<file path="src/hdl/ioc_defines.svh">
// register offsets, control field positions, reset values and counts
// for the pin i/o logic block; included by the top module and the bench
`ifndef IOC_DEFINES_SVH
`define IOC_DEFINES_SVH

// byte addresses of the apb registers
`define IOC_ADDR_CTRL     8'h00
`define IOC_ADDR_STATUS   8'h04

// control register field positions
`define IOC_CTRL_BYPASS   0
`define IOC_CTRL_IN_DDR   1
`define IOC_CTRL_OUT_DDR  2
`define IOC_CTRL_OUT_LAT  3
`define IOC_CTRL_FIX_DLY  4
`define IOC_CTRL_DYN_DLY  5
`define IOC_CTRL_DEL_LSB  8
`define IOC_CTRL_IGB_LSB  16
`define IOC_CTRL_OGB_LSB  18

// reset value and writable bits of the control register
`define IOC_CTRL_RESET    32'h0000_0000
`define IOC_CTRL_MASK     32'h000F_1F3F

// status register field positions
`define IOC_STAT_WORD_LSB 0
`define IOC_STAT_VLD_LSB  8
`define IOC_STAT_RISE     12
`define IOC_STAT_FALL     13
`define IOC_STAT_OE       14

// fixed input delay tap; the delay is this plus one edge clock cycle
`define IOC_FIX_DLY_TAPS  5'h04

// bits per word for each gearbox ratio
`define IOC_RATIO_SEVEN   5'h07
`define IOC_RATIO_EIGHT   5'h08
`define IOC_RATIO_FOUR    5'h04

`endif

</file>
<file path="src/hdl/ioc_pkg.sv">
// types shared by the pin i/o logic block
// assumes ioc_defines.svh is on the include path
`default_nettype none

package ioc_pkg;

    // gearbox ratio selection, as held in the control register
    typedef enum logic [1:0] {
        IOC_GB_EIGHT = 2'h0,
        IOC_GB_SEVEN = 2'h1,
        IOC_GB_FOUR  = 2'h2
    } ioc_gb_mode_e;

endpackage

`default_nettype wire

</file>
<file path="src/hdl/ioc_pin_io_logic.sv">
// pin i/o logic: input, output and tri-state register blocks plus
// input and output gearboxes, configured over apb
// assumes clk_i is the fast edge clock and that pads are source-synchronous to it
//
// Implementation choices: the address map and the APB slave port.
`timescale 1ns/100ps
`default_nettype none
`include "ioc_defines.svh"

////////////////////////////////////////////////////////////////////////////////
module ioc_pin_io_logic #(
    parameter int DLY_DEPTH = 32
) (
    // clock and reset
    input  wire logic       clk_i,
    input  wire logic       rst_i,
    // apb slave
    input  wire logic       psel_i,
    input  wire logic       penable_i,
    input  wire logic       pwrite_i,
    input  wire logic [7:0] paddr_i,
    input  wire logic [31:0] pwdata_i,
    output logic      [31:0] prdata_o,
    output logic            pready_o,
    output logic            pslverr_o,
    // register block control
    input  wire logic       ce_i,
    input  wire logic       lsr_i,
    // input register block
    input  wire logic       pad_in_i,
    output logic            bypass_input_o,
    output logic            bypass_clock_out_o,
    output logic            rise_edge_capture_o,
    output logic            fall_edge_capture_o,
    // output and tri-state register blocks
    input  wire logic       core_out_first_i,
    input  wire logic       core_out_second_i,
    input  wire logic       core_output_enable_i,
    output logic            pad_out_o,
    output logic            buffer_output_enable_n_o,
    // input gearbox
    input  wire logic       deser_third_serial_i,
    input  wire logic [1:0] word_align_request_i,
    output logic      [7:0] deser_word_o,
    output logic      [1:0] deser_valid_o,
    // output gearbox
    input  wire logic [7:0] par_word_i,
    output logic            ser_word_take_o,
    output logic      [1:0] ser_pad_o
);

    ////////////////////////////////////////////////////////////////////////////
    // apb register file
    logic [31:0] ctrl_r, ctrl_nxt;
    logic [31:0] prdata_nxt;
    logic        pready_nxt, pslverr_nxt;
    logic        setup_w, hit_w;
    logic [31:0] status_w;

    ioc_pkg::ioc_gb_mode_e igb_mode_w, ogb_mode_w;
    logic [4:0]  igb_ratio_w, ogb_ratio_w;

    // unknown codes fall back to the full-width ratio
    always_comb begin
        unique case (ctrl_r[`IOC_CTRL_IGB_LSB +: 2])
            2'h1:    igb_mode_w = ioc_pkg::IOC_GB_SEVEN;
            2'h2:    igb_mode_w = ioc_pkg::IOC_GB_FOUR;
            default: igb_mode_w = ioc_pkg::IOC_GB_EIGHT;
        endcase
        unique case (ctrl_r[`IOC_CTRL_OGB_LSB +: 2])
            2'h1:    ogb_mode_w = ioc_pkg::IOC_GB_SEVEN;
            2'h2:    ogb_mode_w = ioc_pkg::IOC_GB_FOUR;
            default: ogb_mode_w = ioc_pkg::IOC_GB_EIGHT;
        endcase
        igb_ratio_w = (igb_mode_w == ioc_pkg::IOC_GB_SEVEN) ? `IOC_RATIO_SEVEN :
                      (igb_mode_w == ioc_pkg::IOC_GB_FOUR)  ? `IOC_RATIO_FOUR : `IOC_RATIO_EIGHT;
        ogb_ratio_w = (ogb_mode_w == ioc_pkg::IOC_GB_SEVEN) ? `IOC_RATIO_SEVEN :
                      (ogb_mode_w == ioc_pkg::IOC_GB_FOUR)  ? `IOC_RATIO_FOUR : `IOC_RATIO_EIGHT;
    end

    // answer is prepared in setup so that the access phase never waits
    always_comb begin
        setup_w     = psel_i && !penable_i;
        hit_w       = (paddr_i == `IOC_ADDR_CTRL) || (paddr_i == `IOC_ADDR_STATUS);
        pready_nxt  = setup_w;
        pslverr_nxt = setup_w && !hit_w;
        prdata_nxt  = 32'h0000_0000;
        if (setup_w && !pwrite_i && paddr_i == `IOC_ADDR_CTRL) begin
            prdata_nxt = ctrl_r;
        end else if (setup_w && !pwrite_i && paddr_i == `IOC_ADDR_STATUS) begin
            prdata_nxt = status_w;
        end
        ctrl_nxt = ctrl_r;
        if (psel_i && penable_i && pready_o && pwrite_i && paddr_i == `IOC_ADDR_CTRL) begin
            ctrl_nxt = pwdata_i & `IOC_CTRL_MASK;
        end
    end

    always_ff @(posedge clk_i or posedge rst_i) begin
        if (rst_i) begin
            ctrl_r    <= `IOC_CTRL_RESET;
            prdata_o  <= 32'h0000_0000;
            pready_o  <= 1'b0;
            pslverr_o <= 1'b0;
        end else begin
            ctrl_r    <= ctrl_nxt;
            prdata_o  <= prdata_nxt;
            pready_o  <= pready_nxt;
            pslverr_o <= pslverr_nxt;
        end
    end

    ////////////////////////////////////////////////////////////////////////////
    // input register block with delay line
    logic [DLY_DEPTH-1:0] dly_r, dly_nxt;
    logic                 din_w, rise_nxt, fall_nxt;
    logic [4:0]           del_w;

    // delay taps are whole edge clock cycles; a setting of 0 is one cycle
    always_comb begin
        del_w   = ctrl_r[`IOC_CTRL_DEL_LSB +: 5];
        dly_nxt = {dly_r[DLY_DEPTH-2:0], pad_in_i};
        if (ctrl_r[`IOC_CTRL_DYN_DLY]) begin
            din_w = dly_r[del_w];
        end else if (ctrl_r[`IOC_CTRL_FIX_DLY]) begin
            din_w = dly_r[`IOC_FIX_DLY_TAPS];
        end else begin
            din_w = pad_in_i;
        end
        rise_nxt = lsr_i ? 1'b0 : (ce_i ? din_w : rise_edge_capture_o);
        fall_nxt = lsr_i ? 1'b0 :
                   (ce_i ? (ctrl_r[`IOC_CTRL_IN_DDR] ? din_w : rise_edge_capture_o)
                         : fall_edge_capture_o);
    end

    // bypass skips delay and registers, so it cannot come from a flop
    assign bypass_input_o     = ctrl_r[`IOC_CTRL_BYPASS] & pad_in_i;
    assign bypass_clock_out_o = ctrl_r[`IOC_CTRL_BYPASS] & pad_in_i;

    always_ff @(posedge clk_i or posedge rst_i) begin
        if (rst_i) begin
            dly_r               <= '0;
            rise_edge_capture_o <= 1'b0;
        end else begin
            dly_r               <= dly_nxt;
            rise_edge_capture_o <= rise_nxt;
        end
    end

    always_ff @(negedge clk_i or posedge rst_i) begin
        if (rst_i) begin
            fall_edge_capture_o <= 1'b0;
        end else begin
            fall_edge_capture_o <= fall_nxt;
        end
    end

    ////////////////////////////////////////////////////////////////////////////
    // output and tri-state register blocks
    logic q0_r, q0_nxt, q1a_r, q1a_nxt, q1_r, q1_nxt, lat_r, lat_nxt, oe_n_nxt;

    always_comb begin
        q0_nxt   = lsr_i ? 1'b0 : (ce_i ? core_out_first_i : q0_r);
        q1a_nxt  = lsr_i ? 1'b0 : (ce_i ? core_out_second_i : q1a_r);
        q1_nxt   = lsr_i ? 1'b0 : (ce_i ? q1a_r : q1_r);
        lat_nxt  = lsr_i ? 1'b0 : (ce_i ? core_out_first_i : lat_r);
        oe_n_nxt = lsr_i ? 1'b1 : (ce_i ? !core_output_enable_i : buffer_output_enable_n_o);
    end

    // the pad mux follows the clock level, so it is combinational by nature
    always_comb begin
        if (ctrl_r[`IOC_CTRL_OUT_DDR]) begin
            pad_out_o = clk_i ? q0_r : q1_r;
        end else if (ctrl_r[`IOC_CTRL_OUT_LAT]) begin
            pad_out_o = clk_i ? core_out_first_i : lat_r;
        end else begin
            pad_out_o = q0_r;
        end
    end

    always_ff @(posedge clk_i or posedge rst_i) begin
        if (rst_i) begin
            q0_r                     <= 1'b0;
            q1a_r                    <= 1'b0;
            buffer_output_enable_n_o <= 1'b1;
        end else begin
            q0_r                     <= q0_nxt;
            q1a_r                    <= q1a_nxt;
            buffer_output_enable_n_o <= oe_n_nxt;
        end
    end

    // latch closes on the falling edge: held value is d0 at that edge
    always_ff @(negedge clk_i or posedge rst_i) begin
        if (rst_i) begin
            q1_r  <= 1'b0;
            lat_r <= 1'b0;
        end else begin
            q1_r  <= q1_nxt;
            lat_r <= lat_nxt;
        end
    end

    ////////////////////////////////////////////////////////////////////////////
    // input gearbox, lane 0 is the first cell, lane 1 the third cell
    logic [1:0] ser_in_w;
    logic [1:0] upd_w;
    logic [7:0] lword_w [2];
    logic [7:0] dword_nxt;
    logic [1:0] dvld_nxt;

    assign ser_in_w = {deser_third_serial_i, din_w};

    genvar gl;
    generate
        for (gl = 0; gl < 2; gl++) begin : g_deser
            logic        fs_r, fs_nxt;
            logic [15:0] hist_r, hist_nxt;
            logic [4:0]  av_r, av_nxt, sum_w, sel_w, rat_w;
            logic        on_w;

            // lane 1 only exists as the second 1:4 gearbox
            always_comb begin
                on_w   = (gl == 0) || (igb_mode_w == ioc_pkg::IOC_GB_FOUR);
                rat_w  = igb_ratio_w;
                fs_nxt = lsr_i ? 1'b0 : ser_in_w[gl];
                // a slip drops the falling sample, moving the boundary one bit
                if (word_align_request_i[gl]) begin
                    hist_nxt = {hist_r[14:0], ser_in_w[gl]};
                    sum_w    = av_r + 5'h01;
                end else begin
                    hist_nxt = {hist_r[13:0], fs_r, ser_in_w[gl]};
                    sum_w    = av_r + 5'h02;
                end
                upd_w[gl]   = on_w && (sum_w >= rat_w);
                sel_w       = upd_w[gl] ? (sum_w - rat_w) : 5'h00;
                av_nxt      = upd_w[gl] ? sel_w : sum_w;
                lword_w[gl] = 8'h00;
                // oldest bit of the word lands in bit 0
                for (int i = 0; i < 8; i++) begin
                    if (i < int'(rat_w)) begin
                        lword_w[gl][i] = hist_nxt[4'(int'(sel_w) + int'(rat_w) - 1 - i)];
                    end
                end
                if (lsr_i || !on_w) begin
                    hist_nxt = 16'h0000;
                    av_nxt   = 5'h00;
                end
            end

            always_ff @(negedge clk_i or posedge rst_i) begin
                if (rst_i) begin
                    fs_r <= 1'b0;
                end else begin
                    fs_r <= fs_nxt;
                end
            end

            always_ff @(posedge clk_i or posedge rst_i) begin
                if (rst_i) begin
                    hist_r <= 16'h0000;
                    av_r   <= 5'h00;
                end else begin
                    hist_r <= hist_nxt;
                    av_r   <= av_nxt;
                end
            end
        end
    endgenerate

    // stage three merges lane words into the core-facing register
    always_comb begin
        dword_nxt = deser_word_o;
        dvld_nxt  = lsr_i ? 2'h0 : upd_w;
        if (lsr_i) begin
            dword_nxt = 8'h00;
        end else if (igb_mode_w == ioc_pkg::IOC_GB_FOUR) begin
            if (upd_w[0]) dword_nxt[7:4] = lword_w[0][3:0];
            if (upd_w[1]) dword_nxt[3:0] = lword_w[1][3:0];
        end else if (upd_w[0]) begin
            dword_nxt = lword_w[0];
        end
    end

    always_ff @(posedge clk_i or posedge rst_i) begin
        if (rst_i) begin
            deser_word_o  <= 8'h00;
            deser_valid_o <= 2'h0;
        end else begin
            deser_word_o  <= dword_nxt;
            deser_valid_o <= dvld_nxt;
        end
    end

    ////////////////////////////////////////////////////////////////////////////
    // output gearbox, lane 0 is the first cell, lane 1 the third cell
    logic [7:0] cap_r, cap_nxt;
    logic [1:0] need_w;
    logic [1:0] rb_r, fb_r;

    // stage one: the word on par_word_i is taken at the edge where take is high
    always_comb begin
        cap_nxt = lsr_i ? 8'h00 : (ser_word_take_o ? par_word_i : cap_r);
    end

    always_ff @(posedge clk_i or posedge rst_i) begin
        if (rst_i) begin
            cap_r           <= 8'h00;
            ser_word_take_o <= 1'b0;
        end else begin
            cap_r           <= cap_nxt;
            ser_word_take_o <= !lsr_i && need_w[0];
        end
    end

    generate
        for (gl = 0; gl < 2; gl++) begin : g_ser
            logic [15:0] qs_r, qs_nxt, rest_w;
            logic [4:0]  qc_r, qc_nxt, left_w;
            logic [7:0]  win_w;
            logic        on_w, rb_nxt, fb_nxt;

            always_comb begin
                on_w = (gl == 0) || (ogb_mode_w == ioc_pkg::IOC_GB_FOUR);
                // lane word by ratio; unused bits are masked off
                if (ogb_mode_w == ioc_pkg::IOC_GB_FOUR) begin
                    win_w = (gl == 0) ? {4'h0, cap_r[3:0]} : {4'h0, cap_r[7:4]};
                end else if (ogb_mode_w == ioc_pkg::IOC_GB_SEVEN) begin
                    win_w = {1'b0, cap_r[6:0]};
                end else begin
                    win_w = cap_r;
                end
                // an empty queue sends zeros rather than stale bits
                if (qc_r >= 5'h02) begin
                    rb_nxt = qs_r[0];
                    fb_nxt = qs_r[1];
                    rest_w = qs_r >> 2;
                    left_w = qc_r - 5'h02;
                end else begin
                    rb_nxt = 1'b0;
                    fb_nxt = 1'b0;
                    rest_w = qs_r;
                    left_w = qc_r;
                end
                need_w[gl] = on_w && (left_w < 5'h02);
                if (need_w[gl]) begin
                    qs_nxt = rest_w | ({8'h00, win_w} << left_w);
                    qc_nxt = left_w + ogb_ratio_w;
                end else begin
                    qs_nxt = rest_w;
                    qc_nxt = left_w;
                end
                if (lsr_i || !on_w) begin
                    qs_nxt = 16'h0000;
                    qc_nxt = 5'h00;
                    rb_nxt = 1'b0;
                    fb_nxt = 1'b0;
                end
            end

            always_ff @(posedge clk_i or posedge rst_i) begin
                if (rst_i) begin
                    qs_r     <= 16'h0000;
                    qc_r     <= 5'h00;
                    rb_r[gl] <= 1'b0;
                    fb_r[gl] <= 1'b0;
                end else begin
                    qs_r     <= qs_nxt;
                    qc_r     <= qc_nxt;
                    rb_r[gl] <= rb_nxt;
                    fb_r[gl] <= fb_nxt;
                end
            end

            // earlier bit while the clock is high, later bit while low
            assign ser_pad_o[gl] = clk_i ? rb_r[gl] : fb_r[gl];
        end
    endgenerate

    ////////////////////////////////////////////////////////////////////////////
    // status word shows the block's own state
    always_comb begin
        status_w = 32'h0000_0000;
        status_w[`IOC_STAT_WORD_LSB +: 8] = deser_word_o;
        status_w[`IOC_STAT_VLD_LSB +: 2]  = deser_valid_o;
        status_w[`IOC_STAT_RISE]          = rise_edge_capture_o;
        status_w[`IOC_STAT_FALL]          = fall_edge_capture_o;
        status_w[`IOC_STAT_OE]            = !buffer_output_enable_n_o;
    end

endmodule // ioc_pin_io_logic

`default_nettype wire

</file>
<file path="config.mk">
export PLATFORM = sky130hd
export DESIGN_NAME = ioc_pin_io_logic
export DESIGN_NICKNAME = d
export VERILOG_FILES = /design/src/hdl/ioc_pkg.sv /design/src/hdl/ioc_pin_io_logic.sv
export VERILOG_INCLUDE_DIRS = /design/src /design/src/hdl
export SDC_FILE = /design/constraint.sdc
export NUM_CORES = 1
export LEC_CHECK = 0
export BUFFER_PORTS_ARGS = -buffer_cell sky130_fd_sc_hd__buf_4
export CAP_MARGIN = 20
export CORE_ASPECT_RATIO = 0.9
export CORE_MARGIN = 8
export CORE_UTILIZATION = 60
export CTS_BUF_LIST = sky130_fd_sc_hd__clkbuf_16
export CTS_CLUSTER_DIAMETER = 150
export CTS_CLUSTER_SIZE = 8
export DETAILED_ROUTE_END_ITERATION = 10
export PLACE_DENSITY = 0.81
export SKIP_CTS_REPAIR_TIMING = 1
export SLEW_MARGIN = 40
export SYNTH_ARGS = -nofsm -noshare
export SYNTH_HDL_FRONTEND = slang
export SYNTH_SLANG_ARGS = --single-unit
</file>
<file path="constraint.sdc">
create_clock -name clk_i -period 7.45 [get_ports clk_i]
set_clock_uncertainty 0.2 [all_clocks]
set_input_delay 1.1175 -clock clk_i [delete_from_list [all_inputs] [get_ports clk_i]]
set_output_delay 1.1175 -clock clk_i [all_outputs]
set_load 0.05 [all_outputs]
</file>
### Yosys cells after proc, flatten, opt, wreduce, memory -nomap -nowiden

Cells that the tools add are included.

* add/sub/neg operators: 24
* magnitude comparators: 27
* eq/ne operators: 10
* shift operators: 2
* multiplexer cells: 124
* bitwise operators: 3
* reductions and logical operators: 29

Operator list (count)
* 2-to-1 mux 16 bit: 8
* < comparator 4 x 6 -> 1 bit, second input constant: 12
* 2-to-1 mux 5 bit: 14
* 2-to-1 mux 1 bit: 68
* 2-to-1 mux 8 bit: 8
* binary-select mux 1 bit (select 4 bit): 12
* 2-to-1 mux 15 bit: 3
* 2-to-1 mux 32 bit: 1
* OR 16 bit: 2
* left shift 8 x 5 -> 16 bit: 2
* 2-to-1 mux 4 bit: 6
* < comparator 3 x 4 -> 1 bit, first input constant: 4
* subtractor 4 x 3 -> 4 bit, second input constant: 4
* subtractor 4 bit, second input constant: 4
* logical AND 1 bit: 12
* adder 5 x 1 -> 5 bit, second input constant: 2
* adder 5 x 2 -> 5 bit, second input constant: 2
* adder 5 x 4 -> 5 bit: 2
* >= comparator 5 x 2 -> 1 bit, second input constant: 2
* >= comparator 5 x 4 -> 1 bit: 2
* < comparator 5 x 2 -> 1 bit, second input constant: 2
* subtractor 5 x 2 -> 5 bit, second input constant: 2
* subtractor 5 x 4 -> 5 bit: 2
* adder 4 bit: 2
* 19 further kinds: 41

* register bits after elaboration: 195
* bits of input ports: 62
* output and inout bits: 53
* word-level logic and storage cells: 250

### Longest topological paths before layout

Gate-level depths: netlist (run 1).

* word-level depth: 18
* gate-level depth with buffers: 25
* mapped depth without buffers: 22

==> impl_metrics.tcl, run 1 <==
set metrics [dict create \
    synth_top_cell_by_area "dfrtp_1" \
    core_area_um2 17600 \
    wirelength_mm 26.3 \
    nets 1291 \
    dp_hpwl_mm 18.5 \
    reg2reg_slack_ps 1210 \
    synth_top_family_by_area "simple AND/OR/NAND/NOR gates" \
    critPathArrivalTime_ps 5430 \
    crit_path_start_kind "flip-flop" \
    syn-instance-count 1118 \
    async_flop_share_pct 100 \
    status "completed" \
    viasPerCell 6.02 \
    synth.area.top_cells "dfrtp_1, mux2i_1, nand2_1, ha_1, a21oi_1" \
    fin_ws_ps 698 \
    n_fill_cell 1267 \
    cp_max_fo 2 \
    synthesis.area_um2 10700 \
    grt_max_degree 44 \
    endpoint_kind "output pin" \
    drt-pass1-iter-count 5 \
    wl_per_cell_um 18.3 \
    finalSetupViolCount 0 \
    drc 0 \
    cts_tree "done" \
    ir_drop_mv 0.225 \
    syn_avg_cell_area_um2 9.56 \
    clk_latency_ps 550 \
    yosysSeqAreaShare_pct 42.6 \
    synthMostInstantiatedCell "dfrtp_1" \
    area_growth_pct 14.5 \
    vias 8686 \
    rows 46 \
    place.gp.congestion 0.901 \
    synth_cell_types 71 \
    synth-xor-area-share_pct 3.03 \
    rsz0062_at_grt "false" \
    slew_violations 0 \
    grt_pass1_vias 8657 \
    yosys_warnings 0 \
    worst_slew_pin_slew_ps 712 \
    antenna_left 0 \
    ys.flop_type "dfrtp_1" \
    dp_slack_ps 963 \
    die-area_um2 22400 \
    io-pin-count 115 \
    worstSetupPathType "reg -> out" \
    drive_gt1_share_pct 16.1 \
    min_path_cells 0 \
    grt_first_pass_wirelength_mm 43.2 \
    synthAdderAreaFrac_pct 5.22 \
    clk_pin_slew_ps 80 \
    maxCapViolations 0 \
    grt_overflow 0 \
    antenna_found_initial 0 \
    synth_edf_count 0 \
    power_density_nw_per_um2 301 \
    muxShareOfSynthArea_pct 14.2 \
    synth_compound_area_share_pct 13.5 \
    synth.top_cells.by_count "dfrtp_1, nand2_1, nor2_1, mux2i_1, a21oi_1" \
    dieHeight_um 143 \
    port_buffers 84 \
    p_leak_nw 5.46 \
    insertedDiodeCount 0 \
    fin_setup_tns_ps 0 \
    die_x_um 157 \
    drtIter0Drc 629 \
    synth_top_area_share_pct 41.2 \
    initial_utilization_pct 60.9 \
    hp-class "reg -> reg" \
    r2r_cells 7 \
    synth_seq_cells 182 \
    finalHoldViolations 0 \
    synthSimpleGateAreaFrac_pct 16.8 \
    grtUsageTotal_pct 24.2 \
    relSlewSlack_pct 52.4 \
    required_ps 6130 \
]
## area by class of cell
cell class | instances | area, µm² | area share [%]
clock buffer | 24 | 548 | 4.48
clock inverter | 16 | 205 | 1.68
inverter | 41 | 158 | 1.29
multi-input combinational | 838 | 5720 | 46.7
sequential | 182 | 4560 | 37.2
tap | 240 | 300 | 2.45
timing repair buffer | 101 | 758 | 6.19
## where the power goes
part	switching (W)	internal [W]
logic	0.000922	0.000605
clock network	0.000492	0.000563
registers	0.0000602	0.00104
total	0.00147	0.00221
## cell usage in the layout, fill, tap and decap left out, types with 8 or more instances in the layout
cell	synthesis	routed
mux4_2	11	11
buf_4	14	104
mux2_2	24	24
a21oi_1	87	87
a31oi_1	20	20
nor2b_1	11	11
conb_1	1	13
nor4_1	8	8
a211oi_1	10	9
o21a_1	8	8
nor3_1	20	19
nand3_1	11	11
nand2b_1	14	14
xnor2_1	30	30
o21ai_0	34	34
ha_1	35	35
or3_1	13	13
dfrtp_1	176	175
mux2i_1	100	99
nor2_1	101	101
inv_1	38	38
and3_1	15	15
a22o_1	11	11
and2_1	12	12
clkbuf_16	0	21
nand2_1	153	152
## registers in the layout, summed over array words and instances (netlist names), 8 cells and up
register	count
g_deser.av_r	10
ctrl_r	15
deser_word_o	8
dly_r	32
g_ser.qc_r	10
g_deser.hist_r	30
cap_r	8
g_ser.qs_r	32
prdata_o	19
## routing by layer
layer | global-route usage (%) | vias to the layer above | wire, µm
met5 | 0 | - | 0
met4 | 9.45 | 0 | 736
met3 | 7.22 | 59 | 2100
met2 | 37.6 | 334 | 12200
met1 | 31.2 | 4214 | 11400
li1 | - | 4079 | -
## worst max-delay path, stage by stage, from the launching register on
cell and delay, ps:
dfrtn_1 410, mux2i_1 70, nand2_1 60, o21ai_0 60
o21ai_0 300, buf_4 280
## cells by family after synthesis
group                      count (synthesis)
and+or+nand+nor                          387
adders and majority gates                 41
other                                      1
muxes                                    135
AOI/OAI and AO/OA                        225
xor gates and xnor gates                  37
DFF                                      182
buffers and inverters                    110
## metrics by stage
stage	std cells	instance area [µm²]	util, %	total power (W)	hold slack [ps]
3_5_place_dp	1405	11500	65.6	0.00262	159
6_report	1442	12200	69.8	0.00368	175
2_1_floorplan	1130	10700	-	0.00229	153
4_1_cts	1442	12200	69.7	0.00368	177
5_1_grt	1442	12200	69.8	0.00390	180
3_3_place_gp	1405	11500	65.5	0.00257	158
## worst paths after layout
check / startpoint / endpoint
max: lat_r / pad_out_o
min: dly_r[2] / dly_r[3]
max reg2reg: ctrl_r[8] / fall_edge_capture_o
min reg2reg: dly_r[2] / dly_r[3]
max in group asynchronous: rst_i / fall_edge_capture_o
min in group asynchronous: rst_i / g_deser[1].av_r[0]
No activity file was read; power rests on OpenSTA's default activity.
==> run 2, diff against run 1 <==
- REMOVE_ABC_BUFFERS: not set -> 1
==> impl_metrics.tcl, run 2 (synthesized netlist as in run 1, its figures left out) <==
set metrics [dict create \
    placed_cells 1402 \
    hp-class "reg -> reg" \
    core_area_um2 17600 \
    grt_max_degree 85 \
    final_cells 1439 \
    maxCapViolations 0 \
    cts_tree "done" \
    power_density_nw_per_um2 302 \
    fin_util_pct 69.4 \
    finalHoldViolations 0 \
    power_frac_comb_pct 41.9 \
    antenna_left 0 \
    dp_hpwl_mm 18.3 \
    finalSetupViolCount 0 \
    holdWs_ps 176 \
    pwr-share-seq_pct 30.0 \
    viasPerCell 6.02 \
    antenna_found_initial 0 \
    intPower_w 0.00222 \
    grt_overflow 0 \
    drc 0 \
    place.gp.congestion 0.950 \
    vias 8668 \
    area_growth_pct 13.9 \
    nets 1288 \
    insertedDiodeCount 0 \
    drtIter0Drc 710 \
    p_switching_w 0.00145 \
    drive_gt1_share_pct 15.7 \
    cp_max_fo 2 \
    ir_drop_mv 0.227 \
    r2r_cells 22 \
    initial_utilization_pct 60.9 \
    rows 46 \
    worstSetupPathType "reg -> out" \
    crit_start "lat_r" \
    switching_share_pct 39.5 \
    drt-pass1-iter-count 5 \
    slew_violations 0 \
    required_ps 6130 \
    grtUsageTotal_pct 24.1 \
    rsz0062_at_grt "false" \
    total_power_w 0.00367 \
    io-pin-count 115 \
    status "completed" \
    critPathArrivalTime_ps 5390 \
    layout_commonest_cell "dfrtp_1" \
    relSlewSlack_pct 46.4 \
    final_area_um2 12200 \
    clk_latency_ps 550 \
    clk_pin_slew_ps 70 \
    grt_pass1_vias 8474 \
    hp-start "dly_r[19]" \
    r2r-start "ctrl_r[17]" \
    wl_per_cell_um 18.2 \
    die-area_um2 22400 \
    grt_first_pass_wirelength_mm 42.9 \
    port_buffers 84 \
    reg.largest.list "dly_r x32, g_ser.qs_r x32, g_deser.hist_r x30" \
    endpoint_kind "output pin" \
    crit_path_start_kind "flip-flop" \
    min_path_cells 0 \
    final_cell_mix "dfrtp_1, nand2_1, nor2_1" \
    die_x_um 157 \
    placed_area_um2 11500 \
    dieHeight_um 143 \
    wirelength_mm 26.3 \
    clkPwrFrac_pct 28.1 \
    p_leak_nw 5.44 \
    worst_slew_pin_slew_ps 798 \
]
run 2: changes by cell type in the layout (fill, tap and decap cells not counted), moves of 2 or more:
cell      previous run  this run
inv_12               2         0
buf_4              104       100
clkinv_8             7         1
inv_6                1         3
inv_8                2         5
run 2: critical path, stage by stage, from the launching register on:
cell and delay [ps]:
dfrtn_1 430, mux2i_1 90, nand2_1 60, o21ai_0 70, o21ai_0 230, buf_4 250
run 2: final timing paths:
| check | slack (ps) | to |
|---|---|---|
| setup / recovery | 740 | pad_out_o |
| hold / removal | 180 | dly_r[20] |
| setup reg to reg | 840 | deser_word_o[3] |
| hold reg to reg | 180 | dly_r[20] |
| max in group asynchronous | 2580 | g_deser[0].fs_r |
| min in group asynchronous | 420 | pslverr_o |
run 2: final cells by class:
type	instances	area, µm²
fill	1328	5380
inverter	41	159
clock buffer	24	548
multi-input combinational	838	5710
clock inverter	16	165
sequential	182	4560
timing repair buffer	98	739
tap	240	300
run 2: power groups by stage:
stage	registers (W)	logic (W)	clock network, W
after floorplan	0.00115	0.00109	0.0000114
after global placement	0.00112	0.00148	0.0000119
after detailed placement	0.00112	0.00151	0.0000119
after CTS	0.00110	0.00151	0.00105
after global routing	0.00111	0.00167	0.00109
final	0.00110	0.00154	0.00103
run 2: stage by stage:
stage | setup TNS, ps | setup slack, ps
5_1_grt | 0 | 525
4_1_cts | 0 | 679
3_5_place_dp | 0 | 997
6_report | 0 | 738
3_3_place_gp | 0 | 1100
2_1_floorplan | -11780 | -2360
run 2: routing by layer:
layer | track usage [%] | vias up | part of all wire [%]
met4 | 8.79 | 0 | 2.0
li1 | - | 4080 | -
met2 | 38.0 | 319 | 47
met5 | 0 | - | 0
met3 | 6.07 | 48 | 7.2
met1 | 31.8 | 4221 | 43
==> run 3, diff against run 2 <==
- CORE_MARGIN: 8 -> 3
- CORE_UTILIZATION: 60 -> 51
- PLACE_DENSITY: 0.81 -> 0.71
- clock period: 7.45 -> 7.4 ns (I/O delays scaled with it)
==> impl_metrics.tcl, run 3 (synthesized netlist as in run 1, its figures left out) <==
set metrics [dict create \
    wl_per_cell_um 17.6 \
    grt_max_degree 83 \
    antenna_left 0 \
    hp-start "dly_r[8]" \
    holdWs_ps 176 \
    slew_violations 0 \
    status "completed" \
    r2r-start "ctrl_r[8]" \
    initial_utilization_pct 52.7 \
    critical_path.cell_chain "mux2i_1 -> nand2_1 -> o21ai_0 -> o21ai_0 -> buf_4" \
    power_density_nw_per_um2 304 \
    reg2reg_slack_ps 1000 \
    finalHoldViolations 0 \
    drive_gt1_share_pct 15.7 \
    io-pin-count 115 \
    wirelength_mm 26.0 \
    die-area_um2 22700 \
    ir_drop_mv 0.194 \
    reg2reg_to "fall_edge_capture_o" \
    layout_commonest_cell "dfrtp_1" \
    required_ps 6090 \
    drtIter0Drc 649 \
    viasPerCell 5.78 \
    crit_buf_inv 1 \
    nets 1287 \
    final_area_um2 12300 \
    rows 49 \
    clk_latency_ps 550 \
    crit_path_start_kind "flip-flop" \
    p_leak_nw 5.46 \
    maxCapViolations 0 \
    crit_cells 5 \
    port_buffers 84 \
    critPathArrivalTime_ps 5310 \
    fin_setup_tns_ps 0 \
    grt_overflow 0 \
    dieHeight_um 143 \
    cts_tree "done" \
    drc 0 \
    grtUsageTotal_pct 23.5 \
    reg.largest.list "dly_r x32, g_ser.qs_r x32, g_deser.hist_r x30" \
    rsz0062_at_grt "false" \
    critPathTopFamily "flip-flops" \
    holdPathEnd "dly_r[9]" \
    core_area_um2 20300 \
    r2r_cells 7 \
    min_path_cells 0 \
    placed_area_um2 11500 \
    multi_input_area_um2 5720 \
    cp_max_fo 2 \
    worst_slew_pin_slew_ps 805 \
    grt_first_pass_wirelength_mm 42.4 \
    insertedDiodeCount 0 \
    drt-pass1-iter-count 5 \
    antenna_found_initial 0 \
    cpMostUsedCell "o21ai_0" \
    die_x_um 159 \
    area_growth_pct 14.8 \
    clk_pin_slew_ps 70 \
    final_cell_mix "dfrtp_1, nand2_1, nor2_1" \
    relSlewSlack_pct 46.3 \
    dp_hpwl_mm 18.0 \
    vias 8541 \
    place.gp.congestion 0.913 \
    grt_pass1_vias 8135 \
    n_fill_cell 1720 \
    hp-class "reg -> reg" \
    worst_path_max_delay_cell "dfrtn_1" \
    critPathMaxStageDelay_ps 410 \
    finalSetupViolCount 0 \
    endpoint_kind "output pin" \
    worstSetupPathType "reg -> out" \
    seq_area_um2 4560 \
]
-- run 3: layout make-up --
class / instances / area share (%)
Multi-Input combinational cell: 838 / 46.6
Sequential cell: 182 / 37.1
Timing Repair Buffer: 97 / 5.96
Clock buffer: 24 / 4.46
Tap cell: 280 / 2.85
Clock inverter: 16 / 1.69
Inverter: 41 / 1.29
-- run 3: power by group --
group          leakage (nW)  internal (W)  switching [W]
sequential             2.42       0.00105      0.0000652
combinational          2.64      0.000602       0.000919
clock                 0.397      0.000597       0.000500
total                  5.46       0.00225        0.00148
-- run 3: through the flow --
step	setup slack [ps]	std cells	total power, W	utilization [%]
finish	775	1478	0.00373	60.5
global placement	1080	1441	0.00261	56.8
global route	624	1478	0.00397	60.5
detailed placement	1030	1441	0.00265	56.9
floorplan	-2370	1061	0.00226	-
CTS	707	1478	0.00374	60.5
-- run 3: worst max-delay path by stage --
stage	startpoint	to	slack, ps
4_1_cts	lat_r	pad_out_o	710
2_1_floorplan	rst_i	fall_edge_capture_o	-2370
3_5_place_dp	ctrl_r[8]	fall_edge_capture_o	1030
5_1_grt	lat_r	pad_out_o	620
3_3_place_gp	ctrl_r[8]	fall_edge_capture_o	1080
6_report	lat_r	pad_out_o	780
-- run 3: routing by layer --
metal | up-vias | share of wire, % | global-route usage [%] | routed length (µm)
met4 | 0 | 1.5 | 6.34 | 398
met5 | - | 0 | 0 | 0
met2 | 254 | 46 | 35.2 | 11900
met3 | 44 | 6.0 | 5.51 | 1560
met1 | 4168 | 47 | 34.4 | 12100
li1 | 4075 | - | - | -
-- run 3: worst reg2reg max path: stages (launching register included) --
cell	delay, ps
dfrtp_1	870
mux2i_1	190
a22oi_1	220
nand3_1	100
and4_1	260
mux2i_1	420
mux2i_1	160
a211oi_1	270
